===== src/parallel_port_mode_timing_map.vh =====
// Register offsets, field positions and reset values of the parallel port.
// Assumes byte addresses on an APB bus with 32-bit data, one word per register.
`ifndef PARALLEL_PORT_MODE_TIMING_MAP_VH
`define PARALLEL_PORT_MODE_TIMING_MAP_VH
`define PP_MODE_OFS 8'h00
`define PP_CTRL_OFS 8'h04
`define PP_ADDR_OFS 8'h08
`define PP_WDATA_OFS 8'h0C
`define PP_CMD_OFS 8'h10
`define PP_RDATA_OFS 8'h14
`define PP_STAT_OFS 8'h18
`define PP_MASK_OFS 8'h1C
`define PP_OBUF_OFS 8'h20
`define PP_IBUF_OFS 8'h30
`define PP_BUSY_BIT 15
`define PP_IRQ_LSB 13
`define PP_STEP_LSB 11
`define PP_GAP_BIT 10
`define PP_MODE_LSB 8
`define PP_SETUP_LSB 6
`define PP_STROBE_LSB 2
`define PP_HOLD_LSB 0
`define PP_CTRL_EN_BIT 0
`define PP_CTRL_A14CS_BIT 1
`define PP_CMD_READ_BIT 0
`define PP_STAT_DONE_BIT 0
`define PP_STAT_BUF3_BIT 1
`define PP_MODE_RST 15'h0000
`define PP_CTRL_RST 2'h0
`define PP_ADDR_RST 15'h0000
`define PP_MASK_RST 2'h0
`define PP_MODE_LEGACY 2'h0
`define PP_MODE_ENH 2'h1
`define PP_MODE_MST2 2'h2
`define PP_MODE_MST1 2'h3
`define PP_STEP_NONE 2'h0
`define PP_STEP_INC 2'h1
`define PP_STEP_DEC 2'h2
`define PP_STEP_BUF 2'h3
`define PP_IRQ_NONE 2'h0
`define PP_IRQ_CYCLE 2'h1
`define PP_IRQ_BUF3 2'h2
`endif


===== src/parallel_port_mode_timing.v =====
// Parallel port: APB registers, master cycle sequencer and slave buffers.
// Assumes all port pins are synchronous to clock; strobes and selects active high.
//
// Contract
// RULE_01: Step 01 adds one to address bits 10:2 and 14 per cycle.
// RULE_02: Step 10 subtracts one from address bits 10:2 and 14 per cycle.
// RULE_03: Step 00 leaves the address unchanged.
// RULE_04: Step 11 walks slave buffers, only in legacy slave mode.
// RULE_05: Address bit 14 used as select 1 is not stepped.
// RULE_06: Mode 11 master: select, direction line, enable strobe, address, data.
// RULE_07: Mode 10 master: select, separate read and write strobes, address, data.
// RULE_08: Mode 01 slave: external read, write, select, data, two address lines.
// RULE_09: Mode 00 slave: external read, write, select and data only.
// RULE_10: Setup field gives one to four clocks before the strobe.
// RULE_11: Strobe field gives field plus one clocks of strobe.
// RULE_12: Strobe field zero on write forces one setup and one hold clock.
// RULE_13: Strobe field zero on read forces one setup and no hold clock.
// RULE_14: Mode register bit 10 always reads zero.
// RULE_15: Busy bit reads one while a master cycle runs.
// RULE_16: Interrupt policy: none, each cycle end, buffer 3 or address 11.
// RULE_17: Software changes configuration only while idle and disabled.
`timescale 1ns/100ps
`include "parallel_port_mode_timing_map.vh"
`default_nettype none
module parallel_port_mode_timing (
   input wire clock,
   input wire nrst,
   input wire psel,
   input wire penable,
   input wire pwrite,
   input wire [7:0] paddr,
   input wire [31:0] pwdata,
   output reg [31:0] prdata,
   output reg pready,
   output reg pslverr,
   output reg irq,
   output reg port_select_1,
   output reg port_read_strobe,
   output reg port_write_strobe,
   output reg port_enable_strobe,
   output reg [14:0] port_addr_lines,
   input wire [7:0] port_data_in,
   output reg [7:0] port_data_out,
   output reg port_data_oe,
   input wire slave_select_in,
   input wire slave_read_in,
   input wire slave_write_in,
   input wire [1:0] slave_addr_in
);
   localparam S_IDLE = 4'b0001;
   localparam S_SETUP = 4'b0010;
   localparam S_STROBE = 4'b0100;
   localparam S_HOLD = 4'b1000;

   reg [14:0] mode_q;
   reg [1:0] ctrl_q;
   reg [14:0] addr_q;
   reg [7:0] wdata_q;
   reg [7:0] rdata_q;
   reg [1:0] stat_q;
   reg [1:0] mask_q;
   reg [7:0] obuf_q [0:3];
   reg [7:0] ibuf_q [0:3];
   reg [1:0] rd_ptr_q;
   reg [1:0] wr_ptr_q;
   reg s_rd_p_q;
   reg s_wr_p_q;
   reg [3:0] st_q;
   reg [3:0] st_d;
   reg [3:0] cnt_q;
   reg [3:0] cnt_d;
   reg dir_rd_q;
   reg done;
   reg [31:0] rd_mux;
   reg map_hit;

   wire [1:0] irq_pol = mode_q[`PP_IRQ_LSB+1:`PP_IRQ_LSB];
   wire [1:0] step = mode_q[`PP_STEP_LSB+1:`PP_STEP_LSB];
   wire [1:0] mode = mode_q[`PP_MODE_LSB+1:`PP_MODE_LSB];
   wire [1:0] setup_wait_count = mode_q[`PP_SETUP_LSB+1:`PP_SETUP_LSB];
   wire [3:0] strobe_wait_count = mode_q[`PP_STROBE_LSB+3:`PP_STROBE_LSB];
   wire [1:0] hold_wait_count = mode_q[`PP_HOLD_LSB+1:`PP_HOLD_LSB];
   wire enabled = ctrl_q[`PP_CTRL_EN_BIT];
   wire a14_cs = ctrl_q[`PP_CTRL_A14CS_BIT];
   wire master = mode[1];
   wire idle = (st_q == S_IDLE);
   wire short_cyc = (strobe_wait_count == 4'h0);

   // APB access phase; answer comes one cycle into the access phase
   wire acc = psel & penable & pready;
   wire wr_acc = acc & pwrite;
   wire rd_acc = acc & ~pwrite;
   wire go_ok = enabled & master & idle;
   wire start_wr = go_ok & wr_acc & (paddr == `PP_WDATA_OFS);
   wire start_rd = go_ok & wr_acc & (paddr == `PP_CMD_OFS) & pwdata[`PP_CMD_READ_BIT];

   // Slave side access detection
   wire slave_on = enabled & ~master;
   wire s_rd = slave_select_in & slave_read_in;
   wire s_wr = slave_select_in & slave_write_in;
   wire rd_evt = slave_on & s_rd & ~s_rd_p_q;
   wire wr_evt = slave_on & s_wr & ~s_wr_p_q;
   wire buf_mode = (mode == `PP_MODE_LEGACY) & (step == `PP_STEP_BUF);
   wire [1:0] rd_idx = (mode == `PP_MODE_ENH) ? slave_addr_in :      // RULE_08
                       (buf_mode ? rd_ptr_q : 2'h0);                  // RULE_09
   wire [1:0] wr_idx = (mode == `PP_MODE_ENH) ? slave_addr_in :      // RULE_08
                       (buf_mode ? wr_ptr_q : 2'h0);                  // RULE_09
   wire buf3_evt = (rd_evt & (rd_idx == 2'h3)) | (wr_evt & (wr_idx == 2'h3));

   // Master cycle sequencer
   always @* begin
      st_d = st_q;
      cnt_d = cnt_q;
      done = 1'b0;
      case (st_q)
         S_IDLE: begin
            if (start_wr | start_rd) begin
               st_d = S_SETUP;
               cnt_d = short_cyc ? 4'h0 : {2'b00, setup_wait_count};  // RULE_10 RULE_12 RULE_13
            end
         end
         S_SETUP: begin
            if (cnt_q == 4'h0) begin
               st_d = S_STROBE;
               cnt_d = strobe_wait_count;                              // RULE_11
            end else begin
               cnt_d = cnt_q - 4'h1;
            end
         end
         S_STROBE: begin
            if (cnt_q != 4'h0) begin
               cnt_d = cnt_q - 4'h1;
            end else if (short_cyc) begin
               if (dir_rd_q) begin
                  st_d = S_IDLE;                                        // RULE_13
                  done = 1'b1;
               end else begin
                  st_d = S_HOLD;                                        // RULE_12
                  cnt_d = 4'h0;
               end
            end else if (hold_wait_count == 2'h0) begin
               st_d = S_IDLE;
               done = 1'b1;
            end else begin
               st_d = S_HOLD;
               cnt_d = {2'b00, hold_wait_count} - 4'h1;
            end
         end
         S_HOLD: begin
            if (cnt_q == 4'h0) begin
               st_d = S_IDLE;
               done = 1'b1;
            end else begin
               cnt_d = cnt_q - 4'h1;
            end
         end
         default: begin
            st_d = S_IDLE;
            cnt_d = 4'h0;
         end
      endcase
   end

   // Address stepping after each completed master cycle
   wire [9:0] step_full = {addr_q[14], addr_q[10:2]};
   wire [9:0] full_inc = step_full + 10'h001;
   wire [9:0] full_dec = step_full - 10'h001;
   wire [8:0] low_inc = addr_q[10:2] + 9'h001;
   wire [8:0] low_dec = addr_q[10:2] - 9'h001;
   reg [14:0] addr_step;
   always @* begin
      addr_step = addr_q;
      if (step == `PP_STEP_INC) begin
         if (a14_cs) begin
            addr_step[10:2] = low_inc;                                  // RULE_05
         end else begin
            {addr_step[14], addr_step[10:2]} = full_inc;                // RULE_01
         end
      end else if (step == `PP_STEP_DEC) begin
         if (a14_cs) begin
            addr_step[10:2] = low_dec;                                  // RULE_05
         end else begin
            {addr_step[14], addr_step[10:2]} = full_dec;                // RULE_02
         end
      end
   end

   // Register read mux
   always @* begin
      rd_mux = 32'h0000_0000;
      map_hit = 1'b1;
      case (paddr)
         `PP_MODE_OFS: begin
            rd_mux[14:0] = mode_q;
            rd_mux[`PP_GAP_BIT] = 1'b0;                                 // RULE_14
            rd_mux[`PP_BUSY_BIT] = master & ~idle;                      // RULE_15
         end
         `PP_CTRL_OFS: rd_mux[1:0] = ctrl_q;
         `PP_ADDR_OFS: rd_mux[14:0] = addr_q;
         `PP_WDATA_OFS: rd_mux[7:0] = wdata_q;
         `PP_CMD_OFS: rd_mux = 32'h0000_0000;
         `PP_RDATA_OFS: rd_mux[7:0] = rdata_q;
         `PP_STAT_OFS: rd_mux[1:0] = stat_q;
         `PP_MASK_OFS: rd_mux[1:0] = mask_q;
         `PP_OBUF_OFS, `PP_OBUF_OFS + 8'h04, `PP_OBUF_OFS + 8'h08, `PP_OBUF_OFS + 8'h0C: begin
            rd_mux[7:0] = obuf_q[paddr[3:2]];
         end
         `PP_IBUF_OFS, `PP_IBUF_OFS + 8'h04, `PP_IBUF_OFS + 8'h08, `PP_IBUF_OFS + 8'h0C: begin
            rd_mux[7:0] = ibuf_q[paddr[3:2]];
         end
         default: map_hit = 1'b0;
      endcase
   end

   // Events: cycle end (policy 01) and buffer 3 / address 11 (policy 10)
   wire ev_done = (irq_pol == `PP_IRQ_CYCLE) & (done | rd_evt | wr_evt);  // RULE_16
   wire ev_buf3 = (irq_pol == `PP_IRQ_BUF3) & buf3_evt;                   // RULE_16
   wire stat_clr = rd_acc & (paddr == `PP_STAT_OFS);
   wire [1:0] stat_d = (stat_clr ? 2'h0 : stat_q) | {ev_buf3, ev_done};

   always @(posedge clock or negedge nrst) begin
      if (!nrst) begin
         prdata <= 32'h0000_0000;
         pready <= 1'b0;
         pslverr <= 1'b0;
         mode_q <= `PP_MODE_RST;
         ctrl_q <= `PP_CTRL_RST;
         addr_q <= `PP_ADDR_RST;
         wdata_q <= 8'h00;
         rdata_q <= 8'h00;
         stat_q <= 2'h0;
         mask_q <= `PP_MASK_RST;
         irq <= 1'b0;
         rd_ptr_q <= 2'h0;
         wr_ptr_q <= 2'h0;
         s_rd_p_q <= 1'b0;
         s_wr_p_q <= 1'b0;
         st_q <= S_IDLE;
         cnt_q <= 4'h0;
         dir_rd_q <= 1'b0;
      end else begin
         pready <= psel & penable & ~pready;
         pslverr <= psel & penable & ~pready & ~map_hit;
         if (psel & penable & ~pready & ~pwrite) begin
            prdata <= rd_mux;
         end
         if (wr_acc) begin
            case (paddr)
               `PP_MODE_OFS: mode_q <= pwdata[14:0] & 15'h7BFF;         // RULE_14
               `PP_CTRL_OFS: ctrl_q <= pwdata[1:0];
               `PP_WDATA_OFS: wdata_q <= pwdata[7:0];
               `PP_MASK_OFS: mask_q <= pwdata[1:0];
               default: ;
            endcase
         end
         if (wr_acc & (paddr == `PP_ADDR_OFS)) begin
            addr_q <= pwdata[14:0];
         end else if (done) begin
            addr_q <= addr_step;                                        // RULE_03
         end
         if (st_q == S_IDLE) begin
            dir_rd_q <= start_rd;
         end
         if ((st_q == S_STROBE) & (st_d != S_STROBE) & dir_rd_q) begin
            rdata_q <= port_data_in;
         end
         st_q <= st_d;
         cnt_q <= cnt_d;
         stat_q <= stat_d;
         irq <= |(stat_d & mask_q);
         s_rd_p_q <= s_rd;
         s_wr_p_q <= s_wr;
         if (rd_evt & buf_mode) begin
            rd_ptr_q <= rd_ptr_q + 2'h1;                                // RULE_04
         end
         if (wr_evt & buf_mode) begin
            wr_ptr_q <= wr_ptr_q + 2'h1;                                // RULE_04
         end
      end
   end

   // Slave buffers: software fills output side, external master fills input side
   genvar gi;
   generate
      for (gi = 0; gi < 4; gi = gi + 1) begin : g_buf
         always @(posedge clock or negedge nrst) begin
            if (!nrst) begin
               obuf_q[gi] <= 8'h00;
               ibuf_q[gi] <= 8'h00;
            end else begin
               if (wr_acc & (paddr == (`PP_OBUF_OFS + 4 * gi))) begin
                  obuf_q[gi] <= pwdata[7:0];
               end
               if (wr_evt & (wr_idx == gi)) begin
                  ibuf_q[gi] <= port_data_in;                           // RULE_08 RULE_09
               end
            end
         end
      end
   endgenerate

   // Pin drivers, registered from the next sequencer state
   wire act_d = master & (st_d != S_IDLE);
   wire strobe_d = master & (st_d == S_STROBE);
   wire rd_dir_d = (st_q == S_IDLE) ? start_rd : dir_rd_q;
   always @(posedge clock or negedge nrst) begin
      if (!nrst) begin
         port_select_1 <= 1'b0;
         port_read_strobe <= 1'b0;
         port_write_strobe <= 1'b0;
         port_enable_strobe <= 1'b0;
         port_addr_lines <= 15'h0000;
         port_data_out <= 8'h00;
         port_data_oe <= 1'b0;
      end else begin
         port_select_1 <= act_d;
         port_addr_lines <= addr_q;
         if (a14_cs) begin
            port_addr_lines[14] <= act_d;                               // RULE_05
         end
         if (mode == `PP_MODE_MST1) begin
            port_read_strobe <= act_d & rd_dir_d;                       // RULE_06
            port_write_strobe <= 1'b0;
            port_enable_strobe <= strobe_d;                             // RULE_06
         end else begin
            port_read_strobe <= strobe_d & rd_dir_d;                    // RULE_07
            port_write_strobe <= strobe_d & ~rd_dir_d;                  // RULE_07
            port_enable_strobe <= 1'b0;
         end
         if (master) begin
            port_data_out <= start_wr ? pwdata[7:0] : wdata_q;           // RULE_10
            port_data_oe <= act_d & ~rd_dir_d;
         end else begin
            if (rd_evt) begin
               port_data_out <= obuf_q[rd_idx];                         // RULE_08 RULE_09
            end
            port_data_oe <= slave_on & s_rd;
         end
      end
   end
endmodule // parallel_port_mode_timing
`default_nettype wire


===== config.mk =====
export PLATFORM = sky130hd
export DESIGN_NAME = parallel_port_mode_timing
export DESIGN_NICKNAME = d
export VERILOG_FILES = /design/src/parallel_port_mode_timing.v
export VERILOG_INCLUDE_DIRS = /design/src
export SDC_FILE = /design/constraint.sdc
export NUM_CORES = 1
export LEC_CHECK = 0
export ABC_CLOCK_PERIOD_IN_PS = 3280
export BUFFER_PORTS_ARGS = -buffer_cell sky130_fd_sc_hd__clkbuf_2
export CAP_MARGIN = 0
export CORE_MARGIN = 5
export CORE_UTILIZATION = 45
export DETAILED_ROUTE_END_ITERATION = 8
export PLACE_DENSITY = 0.62
export RECOVER_POWER = 25
export SLEW_MARGIN = 25
export SYNTH_ARGS = -nofsm -noshare
export SYNTH_HDL_FRONTEND = slang
export SYNTH_SLANG_ARGS = --single-unit
export TNS_END_PERCENT = 20

===== constraint.sdc =====
create_clock -name clock -period 3.28 [get_ports clock]
set_clock_uncertainty 0.05 [all_clocks]
set_input_delay 0 -clock clock [delete_from_list [all_inputs] [get_ports clock]]
set_output_delay 0 -clock clock [all_outputs]
set_load 0.05 [all_outputs]

# Yosys cells after proc, flatten, opt, wreduce, memory -nomap -nowiden
# Cells that the tools add are included.
[word_totals] output_inout_bits=63 elab_cells=227 inputBits=58 regBits=177
[classes] n_eq_ne=39 order_cmp=2 n_reduce_logical=21 mux=61 bitwise_logic=61 n_addsub=8
[op_table] op="2-to-1 mux 8 bit" n=9
[op_table] op="== test 8 x 6 -> 1 bit, second input constant" n=8
[op_table] op="2-to-1 mux 4 bit" n=14
[op_table] op="binary-select mux 8 bit (select 2 bit)" n=3
[op_table] op="bitwise AND 1 bit" n=45
[op_table] op="2-to-1 mux 9 bit" n=4
[op_table] op="case mux 6 bit (6 select lines)" n=1
[op_table] op="== test 8 x 5 -> 1 bit, second input constant" n=4
[op_table] op="case mux 4 bit (4 select lines)" n=2
[op_table] op="2-to-1 mux 15 bit" n=2
[op_table] op="case mux 2 bit (9 select lines)" n=1
[op_table] op="2-to-1 mux 1 bit" n=17
[op_table] op="== test 8 x 4 -> 1 bit, second input constant" n=2
[op_table] op="OR reduction 16 bit" n=1
[op_table] op="== test 2 bit, second input constant" n=7
[op_table] op="case mux 7 bit (2 select lines)" n=1
[op_table] op="2-to-1 mux 2 bit" n=6
[op_table] op="adder 10 x 1 -> 10 bit, second input constant" n=1
[op_table] op="AND reduction 2 bit" n=5
[op_table] op="subtractor 10 x 1 -> 10 bit, second input constant" n=1
[op_table] op="adder 9 x 1 -> 9 bit, second input constant" n=1
[op_table] op="subtractor 9 x 1 -> 9 bit, second input constant" n=1
[op_table] op="== test 2 x 1 -> 1 bit, second input constant" n=4
[op_table] op="== test 4 x 3 -> 1 bit, second input constant" n=2
[op_table] op="29 further kinds" n=50

# Depth between registers and ports, before layout
[logic_depth] word_depth=13 depth_mapped=8 mapped_depth_nobuf=8

# Least setup slack after synthesis
# Ideal clock, no wire load.
[synth_path] kind="register to register" from="register mode_q[3]" to="register irq" arrival_ps=2094 period_less_slack_ps=2270 stages_incl_launch_ff=7 t_required_ps=3104 slack_ps=1010 setup_time_ps=126 n_path_buf=1 cell_sequence="dfrtp_1 or4_4 buf_6 mux2i_4 o21a_1 or3_1 a221o_1"
[synth_via] elab_chain_cells=10
[synth_lines] element="start, declared" line_no="parallel_port_mode_timing.v:55" source="reg [14:0] mode_q;"
[synth_lines] element="start signal, assigned" line_no="parallel_port_mode_timing.v:226" source="mode_q <= `PP_MODE_RST;"
[synth_lines] element="start signal, assigned" line_no="parallel_port_mode_timing.v:249" source="`PP_MODE_OFS: mode_q <= pwdata[14:0] & 15'h7BFF;"
[synth_lines] element="logical NOT 4 bit" line_no="parallel_port_mode_timing.v:87" source="wire short_cyc = (strobe_wait_count == 4'h0);"
[synth_lines] element="2-to-1 mux 1 bit" line_no="parallel_port_mode_timing.v:133" source="end else if (short_cyc) begin"
[synth_lines] element="2-to-1 mux 1 bit" line_no="parallel_port_mode_timing.v:131" source="if (cnt_q != 4'h0) begin"
[synth_lines] element="case mux 1 bit (2 select lines)" line_no="parallel_port_mode_timing.v:115" source="case (st_q)"
[synth_lines] element="bitwise OR 1 bit (2 in a row)" line_no="parallel_port_mode_timing.v:216" source="wire ev_done = (irq_pol == `PP_IRQ_CYCLE) & (done | rd_evt | wr_evt);"
[synth_lines] element="bitwise AND 1 bit" line_no="parallel_port_mode_timing.v:216"
[synth_lines] element="bitwise OR 2 bit" line_no="parallel_port_mode_timing.v:219" source="wire [1:0] stat_d = (stat_clr ? 2'h0 : stat_q) | {ev_buf3, ev_done};"
[synth_lines] element="bitwise AND 2 bit" line_no="parallel_port_mode_timing.v:270" source="irq <= |(stat_d & mask_q);"
[synth_lines] element="OR reduction 2 bit" line_no="parallel_port_mode_timing.v:270"
[synth_lines] element="end signal, assigned" line_no="parallel_port_mode_timing.v:270"
[synth_lines] element="end, declared" line_no="parallel_port_mode_timing.v:36" source="output reg irq,"
# Every way passes these cells.
# A chain may end at the register's enable or synchronous reset.

# Final worst setup path
[layout_path] from="register st_q[2]" to="register port_data_out[4]"
[layout_via] elab_chain_cells=6
[layout_lines] element="start, declared" line_no="parallel_port_mode_timing.v:68" source="reg [3:0] st_q;"
[layout_lines] element="start signal, assigned" line_no="parallel_port_mode_timing.v:267" source="st_q <= st_d;"
[layout_lines] element="== test 4 x 1 -> 1 bit" line_no="parallel_port_mode_timing.v:86" source="wire idle = (st_q == S_IDLE);"
[layout_lines] element="bitwise AND 1 bit" line_no="parallel_port_mode_timing.v:93" source="wire go_ok = enabled & master & idle;"
[layout_lines] element="bitwise AND 1 bit (2 in a row)" line_no="parallel_port_mode_timing.v:94" source="wire start_wr = go_ok & wr_acc & (paddr == `PP_WDATA_OFS);"
[layout_lines] element="2-to-1 mux 8 bit" line_no="parallel_port_mode_timing.v:331" source="port_data_out <= start_wr ? pwdata[7:0] : wdata_q;"
[layout_lines] element="2-to-1 mux 8 bit" line_no="parallel_port_mode_timing.v:330" source="if (master) begin"
[layout_lines] element="end signal, assigned" line_no="parallel_port_mode_timing.v:331"
[layout_lines] element="end signal, assigned" line_no="parallel_port_mode_timing.v:335" source="port_data_out <= obuf_q[rd_idx];"
[layout_lines] element="end, declared" line_no="parallel_port_mode_timing.v:43" source="output reg [7:0] port_data_out,"
# Every way passes these cells.

==> impl_metrics.ini <==
[sta]
hold_ws_ns = 0.04035
finalCritPeriodShare = 0.7811
rsz0062_at_grt = false
fmax_mhz = 390.3
tightest_slew_ns = 2.389
setup_viol = 0
finalSetupTns_ns = 0
slew_viol_final = 93
hold_violations = 0
period_needed_ns = 2.562
setup_ws_ns = 0.7181
max_slew_margin = -0.5925

[routing]
drtIter0Drc = 570
wire_per_inst_um = 21.88
antenna_left = 0
drc = 0
via_per_inst = 5.875
vias = 6651
firstDrtPassIters = 5
routed_wl_um = 24770

[critical_path]
worstSetupStartpointType = register
required_ns = 3.54
crit_fanout = 13
critical_path.endpoint_type = register
crit_slowest_cell = or4b_1
slowest_delay_ns = 0.66
crit_chain = or4b_1 -> nor2_1 -> nand4_2 -> mux2_2 -> a221o_1
critPathKind = register to register
cp.arrival_ns = 2.82

[grt]
grt_max_degree = 94
grt_util_all_layers = 0.2241
antenna_found_initial = 0
first_global_vias = 6647
grt-ovfl-total = 0
grt_pass1_wl_um = 38050

[final_layout]
utilization = 0.5391
diodes = 0
nNetsFinal = 920
layout-drive-gt1-share = 0.3264
synthToLayoutAreaGrowth_pct = 18.62

[min_path]
hp-class = input port to register

[synthesis]
synthDominantCellAreaShare = 0.4996
synth_area_leaders = dfrtp_1 50%, mux2_2 14%, mux4_2 4.1%
synth_edf_count = 0
seq_area_frac_synth = 0.5026
syn_avg_cell_area_um2 = 11.95
synth_cell_types = 74
ys_seq_elements = 177
async_flop_share = 1.000
synth_most_common_cell = dfrtp_1
synthCells = 738
synth_warnings = 0
synth_area_um2 = 8816
synthFlopType = dfrtp_1
synth_common_cells = 176 x dfrtp_1, 110 x mux2_2, 44 x nand2_1, 40 x nor2_1, 25 x inv_1
yosysTopAreaCell = dfrtp_1

[power_and_ir_drop]
max-vdd-ir-drop_v = 0.0003333
fin_total_pwr_w = 0.004937
powerDensity_nw_per_um2 = 472.1
p_leak_nw = 4.756

[floorplan]
fp.dieW_um = 150.0
core_um2 = 19400
fp-row-count = 51
fp.dieH_um = 150.0
dieArea_um2 = 22490
initial_core_util = 0.4545
pin_count = 121

[clock_network]
cts_tree = done
clkSlewWorstSetupHoldPaths_ns = 0.07
root_buffer = clkbuf_16
clockBufferDepth = 2
htreeDepth = 4
insertion_delay_ns = 0.43
clock_sinks = 177
cts_buffers = 17

[run_status]
status = complete, but fails checks
failed_checks = capacitance limit, slew limit

[place]
dp_slack_ns = 0.7465
routabilityCongestion = 0.9365
post-dp-hpwl_um = 17720
port_buffers = 87

[job]
max_cap_viol_count = 1
==> critical path: cells and delay by family (launching register included) <==
family,cells,cell delay [ns]
mux,1,0.39
compound gates,1,0.30
simple gates,3,1.18
flops,1,0.52
==> registers in the layout, indices dropped and copies added, names as in the netlist, 2 cells and up <==
signal	flops
addr_q	15
cnt_q	4
ctrl_q	2
ibuf_q	32
mask_q	2
mode_q	14
obuf_q	32
port_addr_lines	15
port_data_out	8
prdata	16
rd_ptr_q	2
rdata_q	8
st_q	4
stat_q	2
wdata_q	8
wr_ptr_q	2
==> timing repair <==
action / 4_1_cts / 5_1_grt
setup buffers: 0 / 0
setup endpoints to repair: 0 / 0
hold buffers: 30 / 0
gates resized for setup: 0 / 0
endpoints found under the hold margin: 202 / 0
==> area by class of cell <==
cell class / instances / area (um^2)
clock buffer: 22 / 474.2
clock inverter: 10 / 172.7
fill: 1671 / 8941
inverter: 26 / 97.59
multi-input combinational: 497 / 4068
sequential: 177 / 4431
tap: 265 / 331.6
timing repair buffer: 135 / 883.3
==> per-stage QoR <==
stage / area (um^2) / instances
floorplan: 8872 / 753
global route: 10460 / 1132
detailed placement: 9517 / 1070
finish: 10460 / 1132
CTS: 10460 / 1132
global placement: 9517 / 1070
==> layout by cell type, fill, tap and decap left out, types with 4 or more instances in the layout <==
master and n:
nand2_1 44, xnor2_1 7, a22oi_1 12, a211oi_1 10, or3_1 8, a31oi_1 6, buf_4 17, nor2b_1 4
nand3b_1 11, nand3_1 18, inv_1 25, nor3_1 9, nor2_1 40, and2_1 4, a41oi_1 4, bufinv_16 4
mux2_2 110, nand4_1 6, o21ai_0 19, dlygate4sd3_1 30, a21oi_1 23, nand2b_1 4, xor2_1 5, a32oi_1 8
clkbuf_2 87, mux2i_1 15, dfrtp_1 176, a221o_1 7, clkbuf_16 17, and3_1 9, mux4_2 16, conb_1 16
o22ai_1 8, ha_1 8, a221oi_1 4
==> cells by family after synthesis <==
logic type	after synthesis	share of synthesized area
fa+ha+maj	8	0.01135
xor+xnor	12	0.01192
flops	177	0.5026
mux	142	0.2010
compound gates	136	0.1148
other cells	1	0.0004254
simple gates	183	0.1150
buf+inv	79	0.04300
==> where the power goes <==
part           internal (W)  switching (W)  leakage, nW  total [W]
logic              0.000123       0.000335         2.16   0.000458
registers           0.00223      0.0000362         2.29    0.00227
clock network       0.00135       0.000860        0.309    0.00221
==> routing by layer <==
metal	share of wire	vias to the layer above	GRT usage
met5	0	-	0
met4	0.037	0	0.09607
met3	0.064	48	0.04422
met2	0.47	280	0.3496
met1	0.43	3365	0.3060
li1	-	2958	-
==> path summary, 6_finish.rpt <==
path | start | endpoint | slack (ns) | cells past startpoint
worst max-delay path | st_q[2] | port_data_out[4] | 0.72 | 5
worst min-delay path | paddr[6] | ctrl_q[0] | 0.04 | 4
worst max register to register | st_q[2] | port_data_out[4] | 0.72 | 5
worst min register to register | addr_q[13] | port_addr_lines[13] | 0.35 | 0
max in group asynchronous | nrst | wdata_q[0] | 0.95 | 3
min in group asynchronous | nrst | port_read_strobe | 0.78 | 2
No activity file was read; power rests on OpenSTA's default activity.
